<file path="src/rtl/status_byte_pkg.sv">
// constants shared by the status byte generator files
`default_nettype none
package status_byte_pkg;
    // ------------------------------------------------------------
    // register map (byte addresses)
    // ------------------------------------------------------------
    localparam logic [7:0] ADDR_CTRL = 8'h00;
    localparam logic [7:0] ADDR_STATUS = 8'h04;
    localparam logic [7:0] ADDR_COUNT = 8'h08;
    localparam logic [10:0] CTRL_RESET = 11'h000;
    localparam logic [15:0] COUNT_RESET = 16'h0000;
    localparam logic [31:0] READ_ZERO = 32'h00000000;
    // control register fields
    localparam int CTRL_W = 11;
    localparam int CTRL_PLUS_PD = 0;
    localparam int CTRL_MINUS_PD = 1;
    localparam int CTRL_XCVR_LSB = 2;
    localparam int CTRL_TERM = 4;
    localparam int CTRL_OPMODE_LSB = 5;
    localparam int CTRL_BV_RISE = 7;
    localparam int CTRL_BV_FALL = 8;
    localparam int CTRL_FAULT_EN = 9;
    localparam int CTRL_LOW_POWER = 10;
    // status register fields
    localparam int STAT_SENT_LSB = 0;
    localparam int STAT_NOW_LSB = 8;
    localparam int STAT_PENDING = 16;
    localparam int STAT_DIR = 17;
    localparam int STAT_BUS_LSB = 24;
    // ------------------------------------------------------------
    // status byte layout and codes
    // ------------------------------------------------------------
    localparam int BYTE_W = 8;
    localparam int LS_LSB = 0;
    localparam int VBUS_LSB = 2;
    localparam int RXEV_LSB = 4;
    localparam int RSVD_BIT = 6;
    localparam int ALT_BIT = 7;
    localparam logic [1:0] LS_SE0 = 2'h0;
    localparam logic [1:0] LS_ONE = 2'h1;
    localparam logic [1:0] LS_TWO = 2'h2;
    localparam logic [1:0] VBUS_BELOW_END = 2'h0;
    localparam logic [1:0] VBUS_ABOVE_END = 2'h1;
    localparam logic [1:0] VBUS_SESSION = 2'h2;
    localparam logic [1:0] VBUS_A_VALID = 2'h3;
    localparam logic [1:0] RXEV_IDLE = 2'h0;
    localparam logic [1:0] RXEV_ACTIVE = 2'h1;
    localparam logic [1:0] RXEV_DISCON = 2'h2;
    localparam logic [1:0] RXEV_ERROR = 2'h3;
    localparam logic [1:0] XCVR_HS = 2'h0;
    localparam logic [1:0] OPMODE_CHIRP = 2'h2;
    // ------------------------------------------------------------
    // synchroniser bit positions
    // ------------------------------------------------------------
    localparam int SYNC_W = 21;
    localparam int S_DP = 0;
    localparam int S_DM = 1;
    localparam int S_SQUELCH = 2;
    localparam int S_HS_DIFF = 3;
    localparam int S_SESSION_END_INDICATOR = 4;
    localparam int S_SESS_VALID = 5;
    localparam int S_A_VALID = 6;
    localparam int S_FAULT = 7;
    localparam int S_RX_ACTIVE = 8;
    localparam int S_RX_ERROR = 9;
    localparam int S_HOST_DISC = 10;
    localparam int S_BVALID = 11;
    localparam int S_LINK_CLK = 12;
    localparam int S_BUS_LSB = 13;
    // link side states
    typedef enum logic [1:0] {
        ST_IDLE = 2'b00,
        ST_TURN = 2'b01,
        ST_BYTE = 2'b10
    } link_state_e;
endpackage
`default_nettype wire

</file>
<file path="src/rtl/sync_if.sv">
// carries raw pin levels into the synchroniser and the clean levels back
`default_nettype none
interface sync_if;
    logic [status_byte_pkg::SYNC_W-1:0] raw;
    logic [status_byte_pkg::SYNC_W-1:0] synced;
    modport user (output raw, input synced);
    modport sync (input raw, output synced);
endinterface
`default_nettype wire

</file>
<file path="src/rtl/input_sync.sv">
// two flip-flop synchroniser for every asynchronous input bit
`default_nettype none
module input_sync (
    input wire logic clk_i,
    input wire logic rst_i,
    sync_if.sync port
);
    import status_byte_pkg::*;

    logic [SYNC_W-1:0] first_reg;
    logic [SYNC_W-1:0] second_reg;

    // ------------------------------------------------------------
    // per-bit chain, first stage read only by second
    // ------------------------------------------------------------
    genvar i;
    generate
        for (i = 0; i < SYNC_W; i++) begin : g_bit
            always_ff @(posedge clk_i) begin
                if (rst_i) begin
                    first_reg[i] <= 1'b0;
                    second_reg[i] <= 1'b0;
                end else begin
                    first_reg[i] <= port.raw[i];
                    second_reg[i] <= first_reg[i];
                end
            end
        end
    endgenerate

    assign port.synced = second_reg;
endmodule
`default_nettype wire

</file>
<file path="src/rtl/ulpi_status_byte_generator.sv">
// status byte generator: builds and sends the link status byte
`default_nettype none
// What this block does
// RULE1 - to report status, raise direction, then drive one status byte on data.
// RULE2 - send a fresh status byte by itself whenever any field changes.
// RULE3 - the link accepts status bytes anytime, single, back to back or mid-packet.
// RULE4 - after low power or serial mode, skip the byte if the cause vanished.
// RULE5 - line state in bits 1:0, supply state 3:2, receive event 5:4.
// RULE6 - enabled rising or falling b-session changes send a byte with bit 7 set.
// RULE7 - line state follows the data lines; each change sends a new byte.
// RULE8 - peripheral full speed: 00 SE0, 01 J, 10 K, 11 SE1.
// RULE9 - peripheral high speed: 00 squelch, 01 no squelch.
// RULE10 - chirp: 00 squelch, 01 diff output high, 10 diff output low.
// RULE11 - host pulldowns both on select host decode; chirp by operating mode 10.
// RULE12 - host low speed: 00 SE0, 01 K, 10 J, 11 SE1; full speed as peripheral.
// RULE13 - a dual-role link picks the decode table of its current role.
// RULE14 - supply state comes straight from the three comparator outputs.
// RULE15 - supply code 00 end, 01 above end, 10 session valid, 11 a-device valid.
// RULE16 - the shared supply pin is used for sensing or fault, never both.
// RULE17 - receive event 00 idle, 01 active, 11 active error, 10 disconnect.
// RULE18 - with fault enabled, fault replaces a-device valid and changes send bytes.
// RULE19 - reserved bit 6 is driven as zero.
// RULE20 - one turnaround cycle after raising direction before the byte is valid.
module ulpi_status_byte_generator (
    input wire logic clk_i,
    input wire logic rst_i,
    // register bus
    input wire logic wb_cyc_i,
    input wire logic wb_stb_i,
    input wire logic wb_we_i,
    input wire logic [7:0] wb_adr_i,
    input wire logic [3:0] wb_sel_i,
    input wire logic [31:0] wb_dat_i,
    output logic [31:0] wb_dat_o,
    output logic wb_ack_o,
    // link pins
    input wire logic ulpi_clk_i,
    output logic ulpi_dir_o,
    input wire logic [status_byte_pkg::BYTE_W-1:0] ulpi_data_i,
    output logic [status_byte_pkg::BYTE_W-1:0] ulpi_data_o,
    output logic ulpi_data_oe_o,
    // analog front end levels
    input wire logic dp_i,
    input wire logic dm_i,
    input wire logic squelch_i,
    input wire logic hs_diff_i,
    input wire logic session_end_indicator_i,
    input wire logic session_valid_indicator_i,
    input wire logic a_device_supply_valid_i,
    input wire logic fault_i,
    input wire logic rx_active_i,
    input wire logic rx_error_i,
    input wire logic host_disconnect_i,
    input wire logic bvalid_i
);
    import status_byte_pkg::*;

    // ------------------------------------------------------------
    // input synchronisation
    // ------------------------------------------------------------
    sync_if sif ();

    assign sif.raw = {ulpi_data_i, ulpi_clk_i, bvalid_i, host_disconnect_i,
                      rx_error_i, rx_active_i, fault_i, a_device_supply_valid_i,
                      session_valid_indicator_i, session_end_indicator_i,
                      hs_diff_i, squelch_i, dm_i, dp_i};

    input_sync u_sync (
        .clk_i(clk_i),
        .rst_i(rst_i),
        .port(sif.sync)
    );

    logic [SYNC_W-1:0] s;
    assign s = sif.synced;

    // ------------------------------------------------------------
    // register state
    // ------------------------------------------------------------
    logic [CTRL_W-1:0] ctrl_reg, ctrl_next;
    logic [15:0] count_reg, count_next;
    logic [31:0] rdata_reg, rdata_next;
    logic ack_reg, ack_next;

    logic plus_line_pulldown_enable;
    logic minus_line_pulldown_enable;
    logic [1:0] xcvr_sel;
    logic term_sel;
    logic [1:0] opmode;
    logic bv_rise_en;
    logic bv_fall_en;
    logic fault_en;
    logic low_power;

    assign plus_line_pulldown_enable = ctrl_reg[CTRL_PLUS_PD];
    assign minus_line_pulldown_enable = ctrl_reg[CTRL_MINUS_PD];
    assign xcvr_sel = ctrl_reg[CTRL_XCVR_LSB +: 2];
    assign term_sel = ctrl_reg[CTRL_TERM];
    assign opmode = ctrl_reg[CTRL_OPMODE_LSB +: 2];
    assign bv_rise_en = ctrl_reg[CTRL_BV_RISE];
    assign bv_fall_en = ctrl_reg[CTRL_BV_FALL];
    assign fault_en = ctrl_reg[CTRL_FAULT_EN];
    assign low_power = ctrl_reg[CTRL_LOW_POWER];

    // ------------------------------------------------------------
    // line state decode
    // ------------------------------------------------------------
    logic host_role;
    logic hs_select;
    logic [1:0] line_state;
    logic [1:0] squelch_code;
    logic [1:0] chirp_code;

    // host decode only when both pulldowns are on
    assign host_role = plus_line_pulldown_enable & minus_line_pulldown_enable; // RULE11

    assign hs_select = (xcvr_sel == XCVR_HS);
    assign squelch_code = s[S_SQUELCH] ? LS_SE0 : LS_ONE; // RULE9
    assign chirp_code = s[S_SQUELCH] ? LS_SE0 :
                        (s[S_HS_DIFF] ? LS_ONE : LS_TWO); // RULE10

    always_comb begin
        // full and low speed report the lines directly as {dm, dp}
        line_state = {s[S_DM], s[S_DP]}; // RULE7 RULE8 RULE12
        if (hs_select) begin
            if (host_role) begin
                if (!term_sel) begin
                    if (opmode == OPMODE_CHIRP) begin
                        line_state = chirp_code; // RULE11
                    end else begin
                        line_state = squelch_code; // RULE11
                    end
                end
            end else begin
                if (term_sel) begin
                    line_state = chirp_code; // RULE10
                end else begin
                    line_state = squelch_code; // RULE9
                end
            end
        end
    end

    // ------------------------------------------------------------
    // supply state and receive event
    // ------------------------------------------------------------
    logic a_valid_src;
    logic [1:0] vbus_state;
    logic [1:0] rx_event;

    // fault pin stands in for the a-device comparator
    assign a_valid_src = fault_en ? s[S_FAULT] : s[S_A_VALID]; // RULE18

    always_comb begin
        if (a_valid_src) begin
            vbus_state = VBUS_A_VALID; // RULE14 RULE15
        end else if (s[S_SESS_VALID]) begin
            vbus_state = VBUS_SESSION; // RULE15
        end else if (s[S_SESSION_END_INDICATOR]) begin
            vbus_state = VBUS_BELOW_END; // RULE15
        end else begin
            vbus_state = VBUS_ABOVE_END; // RULE15
        end
    end

    always_comb begin
        if (host_role && s[S_HOST_DISC]) begin
            rx_event = RXEV_DISCON; // RULE17
        end else if (s[S_RX_ACTIVE]) begin
            rx_event = s[S_RX_ERROR] ? RXEV_ERROR : RXEV_ACTIVE; // RULE17
        end else begin
            rx_event = RXEV_IDLE; // RULE17
        end
    end

    logic [5:0] fields_now;
    assign fields_now = {rx_event, vbus_state, line_state}; // RULE5

    // ------------------------------------------------------------
    // change detection
    // ------------------------------------------------------------
    logic [5:0] sent_reg, sent_next;
    logic bvalid_reg, bvalid_next;
    logic alt_reg, alt_next;
    logic link_clk_reg, link_clk_next;
    logic bv_event;
    logic field_change;
    logic link_edge;
    logic send_now;
    logic [BYTE_W-1:0] byte_now;

    assign link_edge = s[S_LINK_CLK] & ~link_clk_reg;
    assign bv_event = (bv_rise_en & s[S_BVALID] & ~bvalid_reg) |
                      (bv_fall_en & ~s[S_BVALID] & bvalid_reg); // RULE6
    // compared against what the link last saw, so a cause gone before
    // low power ends leaves nothing to send
    assign field_change = (fields_now != sent_reg); // RULE2 RULE4

    always_comb begin
        byte_now = '0;
        byte_now[LS_LSB +: 2] = line_state; // RULE5
        byte_now[VBUS_LSB +: 2] = vbus_state; // RULE5
        byte_now[RXEV_LSB +: 2] = rx_event; // RULE5
        byte_now[RSVD_BIT] = 1'b0; // RULE19
        byte_now[ALT_BIT] = alt_reg | bv_event; // RULE6
    end

    // ------------------------------------------------------------
    // link side sequencing
    // ------------------------------------------------------------
    link_state_e state_reg, state_next;
    logic dir_reg, dir_next;
    logic oe_reg, oe_next;
    logic [BYTE_W-1:0] data_reg, data_next;
    logic want_send;

    assign want_send = ~low_power & (field_change | alt_reg | bv_event);

    always_comb begin
        state_next = state_reg;
        dir_next = dir_reg;
        oe_next = oe_reg;
        data_next = data_reg;
        sent_next = sent_reg;
        send_now = 1'b0;
        link_clk_next = s[S_LINK_CLK];
        bvalid_next = s[S_BVALID];
        if (link_edge) begin
            case (state_reg)
                ST_IDLE: begin
                    if (want_send) begin
                        state_next = ST_TURN;
                        dir_next = 1'b1; // RULE1
                    end
                end
                ST_TURN: begin
                    // bus turned round, byte now valid
                    state_next = ST_BYTE; // RULE20
                    oe_next = 1'b1;
                    data_next = byte_now; // RULE1
                    sent_next = fields_now;
                    send_now = 1'b1;
                end
                ST_BYTE: begin
                    if (want_send) begin
                        data_next = byte_now; // RULE2
                        sent_next = fields_now;
                        send_now = 1'b1;
                    end else begin
                        state_next = ST_IDLE;
                        dir_next = 1'b0;
                        oe_next = 1'b0;
                        data_next = '0;
                    end
                end
                default: begin
                    state_next = ST_IDLE;
                    dir_next = 1'b0;
                    oe_next = 1'b0;
                    data_next = '0;
                end
            endcase
        end
    end

    // alternate flag: in a send cycle the clear wins over a new event, which goes out in that byte
    always_comb begin
        alt_next = alt_reg;
        if (send_now) begin
            alt_next = 1'b0;
        end
        if (low_power) begin
            alt_next = 1'b0; // RULE4
        end else if (bv_event && !send_now) begin
            alt_next = 1'b1; // RULE6
        end
    end

    always_ff @(posedge clk_i) begin
        if (rst_i) begin
            state_reg <= ST_IDLE;
            dir_reg <= 1'b0;
            oe_reg <= 1'b0;
            data_reg <= '0;
            sent_reg <= '0;
            alt_reg <= 1'b0;
            bvalid_reg <= 1'b0;
            link_clk_reg <= 1'b0;
        end else begin
            state_reg <= state_next;
            dir_reg <= dir_next;
            oe_reg <= oe_next;
            data_reg <= data_next;
            sent_reg <= sent_next;
            alt_reg <= alt_next;
            bvalid_reg <= bvalid_next;
            link_clk_reg <= link_clk_next;
        end
    end

    assign ulpi_dir_o = dir_reg;
    assign ulpi_data_oe_o = oe_reg;
    assign ulpi_data_o = data_reg;

    // ------------------------------------------------------------
    // wishbone slave
    // ------------------------------------------------------------
    logic wb_req;
    logic [31:0] status_word;

    assign wb_req = wb_cyc_i & wb_stb_i & ~ack_reg;

    always_comb begin
        status_word = READ_ZERO;
        status_word[STAT_SENT_LSB +: BYTE_W] = data_reg;
        status_word[STAT_NOW_LSB +: BYTE_W] = byte_now;
        status_word[STAT_PENDING] = want_send;
        status_word[STAT_DIR] = dir_reg;
        status_word[STAT_BUS_LSB +: BYTE_W] = s[S_BUS_LSB +: BYTE_W];
    end

    always_comb begin
        ctrl_next = ctrl_reg;
        count_next = send_now ? count_reg + 16'h0001 : count_reg;
        rdata_next = READ_ZERO;
        ack_next = wb_req;
        if (wb_req) begin
            case (wb_adr_i)
                ADDR_CTRL: begin
                    rdata_next[CTRL_W-1:0] = ctrl_reg;
                    if (wb_we_i) begin
                        if (wb_sel_i[0]) begin
                            ctrl_next[7:0] = wb_dat_i[7:0];
                        end
                        if (wb_sel_i[1]) begin
                            ctrl_next[CTRL_W-1:8] = wb_dat_i[CTRL_W-1:8];
                        end
                    end
                end
                ADDR_STATUS: begin
                    rdata_next = status_word;
                end
                ADDR_COUNT: begin
                    rdata_next[15:0] = count_reg;
                    if (wb_we_i && !send_now) begin
                        count_next = COUNT_RESET;
                    end
                end
                default: begin
                    rdata_next = READ_ZERO;
                end
            endcase
        end
    end

    always_ff @(posedge clk_i) begin
        if (rst_i) begin
            ctrl_reg <= CTRL_RESET;
            count_reg <= COUNT_RESET;
            rdata_reg <= READ_ZERO;
            ack_reg <= 1'b0;
        end else begin
            ctrl_reg <= ctrl_next;
            count_reg <= count_next;
            rdata_reg <= rdata_next;
            ack_reg <= ack_next;
        end
    end

    assign wb_dat_o = rdata_reg;
    assign wb_ack_o = ack_reg;
endmodule
`default_nettype wire

</file>
<file path="config.mk">
export PLATFORM = sky130hd
export DESIGN_NAME = ulpi_status_byte_generator
export DESIGN_NICKNAME = d
export VERILOG_FILES = /design/src/rtl/status_byte_pkg.sv /design/src/rtl/sync_if.sv /design/src/rtl/input_sync.sv /design/src/rtl/ulpi_status_byte_generator.sv
export SDC_FILE = /design/constraint.sdc
export NUM_CORES = 1
export LEC_CHECK = 0
export BUFFER_PORTS_ARGS = -buffer_cell sky130_fd_sc_hd__buf_2
export CORE_ASPECT_RATIO = 1.2
export CORE_MARGIN = 2
export CORE_UTILIZATION = 59
export CTS_BUF_LIST = sky130_fd_sc_hd__clkbuf_8
export CTS_CLUSTER_DIAMETER = 30
export DETAILED_ROUTE_END_ITERATION = 8
export PLACE_DENSITY = 0.92
export SLEW_MARGIN = 20
export SYNTH_ARGS = -nofsm -noshare
export SYNTH_HDL_FRONTEND = slang
export SYNTH_SLANG_ARGS = --single-unit
</file>
<file path="constraint.sdc">
create_clock -name clk_i -period 4.07 [get_ports clk_i]
set_input_delay 0.814 -clock clk_i [delete_from_list [all_inputs] [get_ports clk_i]]
set_output_delay 0.814 -clock clk_i [all_outputs]
set_load 0.01 [all_outputs]
</file>
==> metrics.sh, run 1 <==
RUN_STATUS='complete, no violations'
CTS_RESIZED=0
CRITPATHARRIVALTIME_NS=3.32
FINALWIRELENGTH_MM=10.2
PLACEMENT_ROWS=35
GRT_PASS1_WL_MM=16.5
CRIT_FANOUT=11
CRITICAL_PATH_CELL_SEQUENCE='a311o_1 > a2111oi_4 > mux2_2 > o21ai_0 > o31ai_1 > buf_4 > a311o_1 > o221ai_1'
INITIAL_UTILIZATION_PCT=60.2
SETUP-VIOLATIONS-FINAL=0
WL_PER_CELL_UM=15.1
MUXSHAREOFSYNTHAREA_PCT=3.57
MOSTFREQUENTLAYOUTCELLS='sky130_fd_sc_hd__dfxtp_1 (116), sky130_fd_sc_hd__buf_2 (82), sky130_fd_sc_hd__nor2b_1 (46)'
SYNTH.LIB_CELLS_USED.DISTINCT=57
TIMING.HOLD.WORST.CLASS='flop to flop'
DRIVE_GT1_SHARE_PCT=23.4
FINALWEIGHTEDCONGESTION=0.867
TRITONCTS.NUM_BUFFERS=17
IO_BUFFERS=82
CRITICAL_PATH.STARTPOINT_TYPE='flop'
NETLIST_INSTANCES=492
CTSLONGESTPATHBUFFERS=2
CLKSLEWWORSTSETUPHOLDPATHS_NS=0.07
SYNTH_TOP_AREA_SHARE_PCT=50.6
ASYNC_RESET_FF_SHARE_PCT=0
FINAL.PERIOD_UTILIZATION_PCT=73.3
MAXSLEWHEADROOM_PCT=54.9
TIMING.CRITICAL_PATH.MAX_DELAY_FAMILY='compound AO/OA/AOI/OAI gates'
AGGREGATE_GLOBAL_ROUTING_OVERFLOW=0
CLOCK_SINK_COUNT=116
ROUTED_VIA_DENSITY=5.74
I_O_PIN_COUNT=113
FLOW.AREA_GROWTH_FROM_SYNTHESIS_PCT=16.8
RSZ_0062_RAISED_AFTER_GLOBAL_ROUTING='no'
TIMING_WORST_SETUP_PATH_TYPE='flop to flop'
PLACED_CELLS=643
MAX_CAP_VIOL_COUNT=0
CELL_AREA_AFTER_SYNTHESIS_MM2=0.00459
TIMING.FMAX_GHz=0.335
CRIT_PATH_END_KIND='flop'
MOSTFREQUENTLAYOUTCELL='sky130_fd_sc_hd__dfxtp_1'
FINAL.SETUP_SKEW_NS=0.00950
DRTANTENNAVIOLNETS=0
ANTENNA_VIOLATIONS_BEFORE_REPAIR=0
SYNTH_AREA_PER_CELL_UM2=9.32
CRITICAL-PATH-SLOWEST-CELL='sky130_fd_sc_hd__a311o_1'
TIMING_WORST_SLEW_PIN_VALUE_NS=0.677
GRT.TOTAL_USAGE_PCT=24.7
SYNTH-ADDER-AREA-SHARE_PCT=1.09
FIRST_ITER_VIOLATIONS=401
NUM-FILL-CELLS=588
SYNTH_EDF_COUNT=0
COREAREA_MM2=0.00762
DP.FINAL_HPWL_MM=7.00
ANTENNA-DIODE-COUNT=0
HEIGHT_OF_THE_DIE_UM=101
POWER.IR.VDD_WORST_mV=0.267
MAXSLEWVIOLCOUNT=0
H_TREE_LEVELS=4
SYNTH-SEQ-CELLS=116
NUMBER_OF_CELLS_IN_THE_FINISHED_LAYOUT_APART_FROM_FILLERS=674
WORSTSKEWPAIRLATENCY_NS=0.43
SYNTH-SIMPLE-AREA-SHARE_PCT=23.6
FIRST_GLOBAL_VIAS=3694
HOLD_VIOL=0
CP_DATA_REQUIRED_TIME_NS=4.41
FLOORPLAN.DIE.WIDTH_UM=84.5
CTS_SETUP_BUFFERS=0
FINALCRITICALPERIOD_NS=2.98
P_LEAK_nW=2.17
SYNTH_TOP_CELL_BY_AREA='sky130_fd_sc_hd__dfxtp_1'
POWER.DENSITY_mW_PER_MM2=409
SETUP_TNS_NS=0
WORST_PATH_MOST_REPEATED_CELL='sky130_fd_sc_hd__a311o_1'
HOLD_BUFFERS=0
SEQ_AREA_FRAC_SYNTH_PCT=50.6
YOSYS_WARNINGS=0
DRT-PASS1-ITER-COUNT=7
DIE_AREA_MM2=0.00850
MAXIMUM_NUMBER_OF_PINS_ON_ONE_NET_BEFORE_GLOBAL_ROUTE_REPAIR=49
SYNTH_FLOP_CELL='sky130_fd_sc_hd__dfxtp_1'
LARGEST_REG_FLOPS=26
POST_SYNTH_XOR_AREA_FRACTION_PCT=1.12
SYNTH_TOP_FAMILY_BY_AREA='simple AND/OR/NAND/NOR gates'
LAYOUT.NETS=644
CTS_TREE='yes'
TIMING.CRITICAL_PATH.BUF_INV=1
SLOWEST_DELAY_NS=0.48
SYNTH_AREA_LEADERS='sky130_fd_sc_hd__dfxtp_1 (51%), sky130_fd_sc_hd__nor2b_1 (6.3%), sky130_fd_sc_hd__nand2_1 (3.3%), sky130_fd_sc_hd__and3_1 (2.7%), sky130_fd_sc_hd__mux2_2 (2.7%)'
CTSROOTBUFFERMASTER='sky130_fd_sc_hd__clkbuf_8'
SHARE_OF_THE_SYNTHESIZED_AREA_IN_COMPOUND_GATES_AO_OA_AOI_OAI_PCT=14.2
REMAINING_DRC_ERRORS=0
ROUTE.VIAS.TOTAL=3868
-- cells in the mapped netlist, drive strengths merged, types with 5 or more instances --
master	number
nand3	21
nor2	24
dfxtp	116
buf	14
a22oi	10
nand2b	7
o221ai	5
nor2b	46
and3	20
o21ai	28
nand4	8
a21oi	19
nor4	6
nor3	11
nand3b	5
inv	20
a211oi	5
clkbuf	22
nand2	40
mux2	11
-- power by group --
group | internal [mW] | leakage, nW | total (mW) | switching [mW]
combinational | 0.0415 | 1.05 | 0.0961 | 0.0546
clock | 0.473 | 0.179 | 0.929 | 0.457
sequential | 1.16 | 0.944 | 1.17 | 0.00868
total | 1.67 | 2.17 | 2.19 | 0.520
-- final timing paths --
| kind | start | end | slack, ns | cells past startpoint |
|---|---|---|---|---|
| hold reg to reg | u_sync.first_reg[14] | u_sync.port.synced[14] | 0.43 | 1 |
| hold / removal | u_sync.first_reg[14] | u_sync.port.synced[14] | 0.43 | 1 |
| setup reg to reg | ctrl_reg[1] | count_reg[14] | 1.09 | 8 |
| setup / recovery | ctrl_reg[1] | count_reg[14] | 1.09 | 8 |
-- cell type report --
| type | count | area (µm²) | area share [%] |
|---|---|---|---|
| multi-input combinational | 326 | 2030 | 37.9 |
| clock buffer | 17 | 234 | 4.37 |
| sequential | 116 | 2320 | 43.4 |
| inverter | 20 | 75.1 | 1.40 |
| clock inverter | 14 | 116 | 2.17 |
| tap | 92 | 115 | 2.15 |
| timing repair buffer | 89 | 463 | 8.64 |
-- per-stage QoR --
step	utilization (%)	power, mW	instance area, µm²	setup slack [ns]	hold WS [ns]
global route	70.3	2.27	5360	0.927	0.455
finish	70.3	2.19	5360	1.09	0.430
floorplan	-	1.26	4610	1.63	0.414
CTS	70.3	2.20	5360	1.13	0.433
global placement	65.7	1.28	5010	1.26	0.420
detailed placement	65.7	1.29	5010	1.19	0.420
-- routing by layer --
layer | share of wire, % | global-route usage, % | up-vias
met1 | 38 | 26.2 | 1785
li1 | - | - | 1868
met2 | 50 | 42.4 | 177
met4 | 4.2 | 17.2 | 0
met3 | 8.3 | 7.04 | 38
met5 | 0 | 0 | -
-- logic make-up (layout without fill, tap and decap cells) --
kind of cell / count (synthesis) / after routing
buffers and inverters: 56 / 140
XOR/XNOR: 5 / 5
multiplexers: 15 / 15
other: 1 / 7
AND/OR/NAND/NOR: 201 / 201
AO/OA/AOI/OAI: 94 / 94
flip-flops: 116 / 116
adder cells (fa/ha/maj): 4 / 4
Note: power is estimated with default switching activity, not from simulation.
==> run 2, diff against run 1 <==
- CORE_UTILIZATION: 59 -> 50
- PLACE_DENSITY: 0.92 -> 0.84
- clock period: 4.07 -> 2.7 ns (I/O delays scaled with it)
==> run 2 against run 1 <==
Critical path depth fell by 1. Clock skew rose by 0.0022 ns. Sequential power rose by 50%. First-iteration DRC count fell by 41%. Die area rose by 17%. Sequential cell count did not move. Core utilization fell by 8.4 points. Setup slack got worse by 0.94 ns. Sequential share of layout area fell by 1.5 points. Clock power rose by 75%. Design area rose by 3.8%. Hold slack got worse by 0.13 ns.
==> metrics.sh, run 2 (synthesis results as in run 1) <==
WORST-R2R-CELL-COUNT=7  # -1
CRIT_PATH_END_KIND='flop'
WORSTSKEWPAIRLATENCY_NS=0.42  # about the same
IO_BUFFERS=82  # unchanged
CTS_TREE='yes'
RRSETUPSLACK_NS=0.15  # -0.94 ns
CLOCK_POWER_SHARE_PCT=46.0  # +3.6 points
CRITICAL_PATH_CELL_SEQUENCE='nand4b_1 > a2111oi_4 > mux2_2 > o21ai_2 > o31ai_4 > a311o_2 > o221ai_1'
WORST_SETUP_PATH_ENDPOINT='count_reg[2]'
ROUTE.VIAS.TOTAL=3906  # +0.98%
ANTENNA_VIOLATIONS_BEFORE_REPAIR=0  # unchanged
SETUP_TNS_NS=0  # unchanged
DRIVE_GT1_SHARE_PCT=25.6  # +2.3 points
MOSTFREQUENTLAYOUTCELL='sky130_fd_sc_hd__dfxtp_1'
R2R-END='count_reg[2]'
MOSTFREQUENTLAYOUTCELLS='sky130_fd_sc_hd__dfxtp_1 (114), sky130_fd_sc_hd__buf_2 (82), sky130_fd_sc_hd__nor2b_1 (46)'
I_O_PIN_COUNT=113  # unchanged
MAXIMUM_NUMBER_OF_PINS_ON_ONE_NET_BEFORE_GLOBAL_ROUTE_REPAIR=47  # -4.1%
POWER.IR.VDD_WORST_mV=0.676  # +150%
REMAINING_DRC_ERRORS=0  # unchanged
FINALWEIGHTEDCONGESTION=0.875  # +0.83%
WL_PER_CELL_UM=14.6  # -3.3%
TIMING.HOLD.WORST.CLASS='input port to flop'
P_INT_mW=2.72  # +63%
FIRST_GLOBAL_VIAS=3651  # -1.2%
CLOCK_SINK_COUNT=116  # unchanged
MAX_CAP_VIOL_COUNT=0  # unchanged
MAXSLEWVIOLCOUNT=0  # unchanged
GRT.TOTAL_USAGE_PCT=21.3  # -3.5 points
PLACEMENT_ROWS=38  # +8.6%
MAXSLEWHEADROOM_PCT=50.6  # -4.3 points
FLOORPLAN.DIE.WIDTH_UM=91.4  # +8.2%
RUN_STATUS='complete, no violations'
HEIGHT_OF_THE_DIE_UM=109  # +8.3%
FINALWIRELENGTH_MM=10.4  # +2.3%
RSZ_0062_RAISED_AFTER_GLOBAL_ROUTING='no'
FINAL_CRITICAL_PATH_SETUP_SLACK_NS=0.149  # -0.936 ns
INITIAL_UTILIZATION_PCT=51.0  # -9.2 points
SETUP-VIOLATIONS-FINAL=0  # unchanged
CRITICAL-PATH-SLOWEST-CELL='sky130_fd_sc_hd__a2111oi_4'
FLOW.AREA_GROWTH_FROM_SYNTHESIS_PCT=21.2
FINAL_CELL_AREA_MM2=0.00556  # +3.8%
POWER.DENSITY_mW_PER_MM2=636  # +55%
AGGREGATE_GLOBAL_ROUTING_OVERFLOW=0  # unchanged
DIE_AREA_MM2=0.00996  # +17%
CTSLONGESTPATHBUFFERS=2  # unchanged
TIMING.FMAX_GHz=0.392  # +17%
DP_SLACK_NS=0.0491  # -1.14 ns
H_TREE_LEVELS=4  # unchanged
SLOWEST_DELAY_NS=0.48  # about the same
LARGEST_REG_FLOPS=26  # unchanged
CRIT_FANOUT=6  # -5
WORST_R2R_STARTPOINT='ctrl_reg[5]'
FINAL.PERIOD_UTILIZATION_PCT=94.5  # +21 points
P_COMB_SHARE_PCT=4.3  # about the same
DP.FINAL_HPWL_MM=7.30  # +4.2%
NUM-FILL-CELLS=741  # +26%
STARTPOINT='ctrl_reg[5]'
FIRST_ITER_VIOLATIONS=238  # -41%
CTS_SETUP_BUFFERS=0  # unchanged
FINALCRITICALPERIOD_NS=2.55  # -0.434 ns
TOP_USAGE_LAYER='met2'
PLACED_CELL_AREA_MM2=0.00511  # +2.0%
HOLD_VIOL=0  # unchanged
ROUTED_VIA_DENSITY=5.48  # -4.5%
LAYOUT.NETS=654  # +1.6%
P_LEAK_nW=2.24  # +3.4%
ANTENNA-DIODE-COUNT=0  # unchanged
GLOBAL_ROUTE_MET1_UTILIZATION_PCT=23.4  # -2.8 points
GRT_PASS1_WL_MM=16.5  # about the same
USE_MET3_PCT=5.32  # -1.7 points
CRITICAL_PATH.STARTPOINT_TYPE='flop'
TIMING_WORST_SLEW_PIN_VALUE_NS=0.739  # +0.0625 ns
DRT-PASS1-ITER-COUNT=5  # -2
CRITPATHARRIVALTIME_NS=2.89  # -0.43 ns
POWER_SWITCHING_SHARE_PCT=23.1  # -0.58 points
GRTUSAGEMET2_PCT=36.8  # -5.6 points
POWER.SWITCHING_mW=0.819  # +57%
DRTANTENNAVIOLNETS=0  # unchanged
PWR-SHARE-SEQ_PCT=49.7  # -3.5 points
CP_DATA_REQUIRED_TIME_NS=3.04  # -1.37 ns
CTS_RESIZED=0  # unchanged
TIMING_WORST_SETUP_PATH_TYPE='flop to flop'
HOLD_BUFFERS=0  # unchanged
FINAL.SETUP_SKEW_NS=0.0117  # +0.00220 ns
TRITONCTS.NUM_BUFFERS=17  # unchanged
COREAREA_MM2=0.00899  # +18%
CTSROOTBUFFERMASTER='sky130_fd_sc_hd__clkbuf_8'
CLKSLEWWORSTSETUPHOLDPATHS_NS=0.08  # about the same
-- run 2: metrics by stage --
step / utilization, % / instances / power (mW) / hold slack [ns]
after floorplan: - / 498 / 1.89 / 0.414
after global placement: 56.9 / 680 / 1.94 / 0.416
after detailed placement: 56.9 / 680 / 1.94 / 0.420
after CTS: 61.5 / 712 / 3.56 / 0.286
after global routing: 61.8 / 713 / 3.66 / 0.303
final: 61.8 / 713 / 3.54 / 0.301
-- run 2: worst max-delay path, delay by kind of cell, from the launching register on --
family	cells	cell delay (ns)
compound gates	5	1.42
flops	1	0.35
mux	1	0.40
simple gates	1	0.28
-- run 2: cell type report --
cell class	count	area (µm²)	area share (%)
multi-input combinational	327	2060	37.1
sequential	116	2320	41.8
clock buffer	20	275	4.95
inverter	20	75.1	1.35
tap	120	150	2.70
clock inverter	12	143	2.57
timing repair buffer	98	531	9.55
-- run 2: per-layer routing --
metal | vias to the layer above | share of wire [%]
met5 | - | 0
li1 | 1893 | -
met1 | 1787 | 39
met2 | 189 | 50
met4 | 0 | 3.7
met3 | 37 | 7.3
-- run 2: worst min-delay path by stage --
stage / start / to / slack (ns) / cells past startpoint
after floorplan: u_sync.first_reg[0] / u_sync.port.synced[0] / 0.41 / 1
after global placement: u_sync.first_reg[18] / u_sync.port.synced[18] / 0.42 / 1
after detailed placement: u_sync.first_reg[7] / u_sync.port.synced[7] / 0.42 / 1
after CTS: wb_adr_i[2] / wb_dat_o[6] / 0.29 / 2
after global routing: wb_adr_i[2] / wb_dat_o[6] / 0.30 / 2
final: wb_adr_i[2] / wb_dat_o[6] / 0.30 / 2
-- run 2: power by group through the flow --
stage	clock (mW)	sequential [mW]	combinational (mW)
final	1.63	1.76	0.151
after global routing	1.73	1.76	0.168
after CTS	1.65	1.76	0.148
after detailed placement	0	1.80	0.147
after global placement	0	1.79	0.142
after floorplan	0	1.79	0.0993
==> run 3, diff against run 2 <==
- CORE_UTILIZATION: 50 -> 49
- CTS_CLUSTER_DIAMETER: 30 -> not set
- PLACE_DENSITY: 0.84 -> 0.82
- SYNTH_HIERARCHICAL: not set -> 1
==> run 3 against run 2 <==
Setup slack better by 0.0012 ns. Sequential power barely moved. Largest cell class unchanged. Clock-buffer cell count shrank 3. Clock power down 7%. Wire length is 0.42% lower. Synthesized area shrank 1.3%. Core utilization shrank 0.66 points. Global-route usage rose by 1.4 points.
==> metrics.sh, run 3 <==
RUN_STATUS='complete, no violations'
HOLD_VIOL=0  # unchanged
SYNTH_FLOP_CELL='sky130_fd_sc_hd__dfxtp_1'
WORST_HOLD_STARTPOINT='dp_i'
DRIVE_GT1_SHARE_PCT=24.7  # -0.92 points
SYNTH_TOP_CELL_BY_AREA='sky130_fd_sc_hd__dfxtp_1'
WORST_HOLD_SLACK_NS=0.309  # +0.00826 ns
GRT.TOTAL_USAGE_PCT=22.7  # +1.4 points
SYNTH_TOP_AREA_SHARE_PCT=51.3  # +0.64 points
DIE_AREA_MM2=0.0100  # +0.74%
MUXSHAREOFSYNTHAREA_PCT=5.11  # +1.5 points
IO_BUFFERS=82  # unchanged
CRITICAL-PATH-SLOWEST-CELL='sky130_fd_sc_hd__or4_1'
UTILIZATION_PCT=61.2  # -0.66 points
FINALCRITICALPERIOD_NS=2.55  # -0.00116 ns
TIMING.FMAX_GHz=0.392  # about the same
CRITICAL_PATH_CELL_SEQUENCE='a311o_1 > a22oi_1 > nor3_2 > or4_1 > o21ai_2 > a221oi_1 > a21boi_0'
SLOWEST_DELAY_NS=0.60  # +0.12 ns
YOSYS_WARNINGS=6  # +6
SYNTH_EDF_COUNT=0  # unchanged
TIMING_WORST_SLEW_PIN_VALUE_NS=0.599  # -0.141 ns
LAYOUT.NETS=660  # +0.92%
FIRST_GLOBAL_VIAS=3758  # +2.9%
SYNTH_AREA_PER_CELL_UM2=9.37  # +0.58%
GRT_PASS1_WL_MM=17.5  # +5.6%
DP_SLACK_NS=0.126  # +0.0770 ns
SYNTH_AREA_LEADERS='sky130_fd_sc_hd__dfxtp_1 (51%), sky130_fd_sc_hd__nor2b_1 (6.8%), sky130_fd_sc_hd__mux2i_1 (4.9%), sky130_fd_sc_hd__a21oi_1 (4.1%), sky130_fd_sc_hd__nor2_1 (3.8%)'
YOSYS-TOP-CELLS-COUNT='sky130_fd_sc_hd__dfxtp_1 (116), sky130_fd_sc_hd__nor2b_1 (49), sky130_fd_sc_hd__nor2_1 (46)'
SYNTH_TOP_FAMILY_BY_AREA='simple AND/OR/NAND/NOR gates'
FIRST_ITER_VIOLATIONS=185  # -22%
SYNTH-SIMPLE-AREA-SHARE_PCT=26.2  # +2.6 points
AGGREGATE_GLOBAL_ROUTING_OVERFLOW=0  # unchanged
WL_PER_CELL_UM=14.4  # -1.3%
CRITPATHARRIVALTIME_NS=2.86  # -0.03 ns
CTSROOTBUFFERMASTER='sky130_fd_sc_hd__clkbuf_8'
YOSYSMOSTFREQUENTCELL='sky130_fd_sc_hd__dfxtp_1'
DP.FINAL_HPWL_MM=7.72  # +5.8%
SYNTH.LIB_CELLS_USED.DISTINCT=58  # +1.8%
HOLD_BUFFERS=0  # unchanged
NUM-FILL-CELLS=825  # +11%
SHARE_OF_THE_SYNTHESIZED_AREA_IN_COMPOUND_GATES_AO_OA_AOI_OAI_PCT=12.3  # -1.9 points
MOSTFREQUENTLAYOUTCELLS='sky130_fd_sc_hd__dfxtp_1 (116), sky130_fd_sc_hd__buf_2 (82), sky130_fd_sc_hd__nor2b_1 (49)'
WORST-R2R-CELL-COUNT=7  # unchanged
MAX_CAP_VIOL_COUNT=0  # unchanged
INITIAL_UTILIZATION_PCT=50.1  # -0.91 points
CRITICAL_PATH.STARTPOINT_TYPE='flop'
LARGEST_REG_FLOPS=26  # unchanged
TRITONCTS.NUM_BUFFERS=17  # unchanged
TIMING.HOLD.WORST.CLASS='input port to flop'
PLACEMENT_ROWS=38  # unchanged
FLOW.AREA_GROWTH_FROM_SYNTHESIS_PCT=22.1
CTS_TREE='yes'
P_LEAK_nW=2.30  # +2.3%
CP_DATA_REQUIRED_TIME_NS=3.01  # -0.03 ns
WORSTSKEWPAIRLATENCY_NS=0.43  # about the same
POWER.IR.VDD_WORST_mV=0.504  # -25%
WHS_PATH_DEPTH=2  # unchanged
H_TREE_LEVELS=4  # unchanged
SEQ_AREA_FRAC_SYNTH_PCT=51.3  # +0.64 points
RRSETUPSLACK_NS=0.15  # about the same
DRT-PASS1-ITER-COUNT=4  # -1
MAXIMUM_NUMBER_OF_PINS_ON_ONE_NET_BEFORE_GLOBAL_ROUTE_REPAIR=53  # +13%
MAXSLEWHEADROOM_PCT=60.0  # +9.4 points
FINALWEIGHTEDCONGESTION=0.872  # -0.26%
POWER.DENSITY_mW_PER_MM2=619  # -2.7%
ANTENNA-DIODE-COUNT=0  # unchanged
DRTANTENNAVIOLNETS=0  # unchanged
CLOCK_SINK_COUNT=116  # unchanged
FINALWIRELENGTH_MM=10.4  # -0.42%
AREA_USED_BY_MULTI_INPUT_COMBINATIONAL_LOGIC_MM2=0.00210  # +1.8%
TIMING.CRITICAL_PATH.BUF_INV=0  # unchanged
POST_SYNTH_XOR_AREA_FRACTION_PCT=0.580  # -0.54 points
SEQ_AREA_MM2=0.00232  # -0.11%
SYNTH-SEQ-CELLS=116  # unchanged
CLKSLEWWORSTSETUPHOLDPATHS_NS=0.07  # about the same
TIMING.CRITICAL_PATH.MAX_DELAY_FAMILY='compound AO/OA/AOI/OAI gates'
NETLIST_INSTANCES=483  # -1.8%
R2R-END='ulpi_dir_o'
RSZ_0062_RAISED_AFTER_GLOBAL_ROUTING='yes'
SYNTH-ADDER-AREA-SHARE_PCT=1.11  # +0.014 points
CELL_AREA_AFTER_SYNTHESIS_MM2=0.00453  # -1.3%
SETUP_TNS_NS=0  # unchanged
P_TOTAL_mW=3.42  # -3.2%
TIMING_WORST_SETUP_PATH_TYPE='flop to flop'
WORST_R2R_STARTPOINT='ctrl_reg[1]'
REMAINING_DRC_ERRORS=0  # unchanged
MOSTFREQUENTLAYOUTCELL='sky130_fd_sc_hd__dfxtp_1'
TIMING.HOLD.WORST_ENDPOINT='u_sync/first_reg[0]'
ANTENNA_VIOLATIONS_BEFORE_REPAIR=0  # unchanged
COREAREA_MM2=0.00903  # +0.53%
FINAL.SETUP_SKEW_NS=0.00713  # -0.00457 ns
CRIT_FANOUT=7  # +1
SETUP-VIOLATIONS-FINAL=0  # unchanged
MAXSLEWVIOLCOUNT=0  # unchanged
ROUTED_VIA_DENSITY=5.23  # -4.5%
FINAL.PERIOD_UTILIZATION_PCT=94.4  # about the same
ROUTE.VIAS.TOTAL=3763  # -3.7%
CTSLONGESTPATHBUFFERS=2  # unchanged
I_O_PIN_COUNT=113  # unchanged
FLOORPLAN.DIE.WIDTH_UM=91.8  # +0.37%
FINAL_CRITICAL_PATH_SETUP_SLACK_NS=0.150  # +0.00116 ns
CRIT_PATH_END_KIND='flop'
ASYNC_RESET_FF_SHARE_PCT=0  # unchanged
HEIGHT_OF_THE_DIE_UM=109  # +0.37%
==> run 3: logic make-up after synthesis <==
logic type / Yosys count
compound gates: 83
xor+xnor: 3
fa+ha+maj: 4
buf+inv: 30
flops: 116
mux: 23
other cells: 1
simple gates: 223
==> run 3: worst reg2reg max path: stages (launching register included) <==
cell and delay (ns):
sky130_fd_sc_hd__dfxtp_1 0.37, sky130_fd_sc_hd__a311o_1 0.36, sky130_fd_sc_hd__a22oi_1 0.38, sky130_fd_sc_hd__nor3_2 0.12, sky130_fd_sc_hd__or4_1 0.60, sky130_fd_sc_hd__o21ai_2 0.31
sky130_fd_sc_hd__a221oi_1 0.14, sky130_fd_sc_hd__a21boi_0 0.14
==> run 3: final cells by class <==
class                      count  area share [%]
tap                          120            2.72
timing repair buffer         102            10.1
clock buffer                  17            4.23
clock inverter                15            2.58
sequential                   116            42.0
inverter                       6           0.407
multi-input combinational    343            37.9
==> run 3: worst max path at each step <==
stage           startpoint             to  slack [ns]  cells past startpoint
6_report       ctrl_reg[1]     ulpi_dir_o        0.15                      7
3_3_place_gp   ctrl_reg[1]  count_reg[15]        0.14                      7
5_1_grt        ctrl_reg[1]    sent_reg[5]       0.003                      7
2_1_floorplan  ctrl_reg[4]  count_reg[11]        0.40                      8
3_5_place_dp   ctrl_reg[1]  count_reg[15]        0.13                      7
4_1_cts        ctrl_reg[1]  count_reg[11]        0.11                      8
==> run 3: metal layers <==
| metal | GRT usage, % | up-vias | part of all wire [%] |
|---|---|---|---|
| met3 | 7.54 | 20 | 6.8 |
| met2 | 40.7 | 131 | 51 |
| li1 | - | 1893 | - |
| met5 | 0 | - | 0 |
| met4 | 9.28 | 0 | 2.6 |
| met1 | 24.7 | 1719 | 40 |
==> run 3: what timing repair did <==
item	CTS	global route
resized for setup	0	3
setup endpoints to repair	0	11
buffers inserted	0	0
==> run 3: per-stage QoR <==
step | std cells | cell area (µm²)
2_1_floorplan | 489 | 4550
3_3_place_gp | 687 | 5130
3_5_place_dp | 687 | 5130
4_1_cts | 719 | 5510
5_1_grt | 719 | 5530
6_report | 719 | 5530
==> run 3: power breakdown <==
part	switching (mW)	leakage, nW	internal (mW)	total (mW)
clock	0.759	0.189	0.749	1.51
sequential	0.0110	0.944	1.74	1.75
combinational	0.0896	1.16	0.0721	0.162
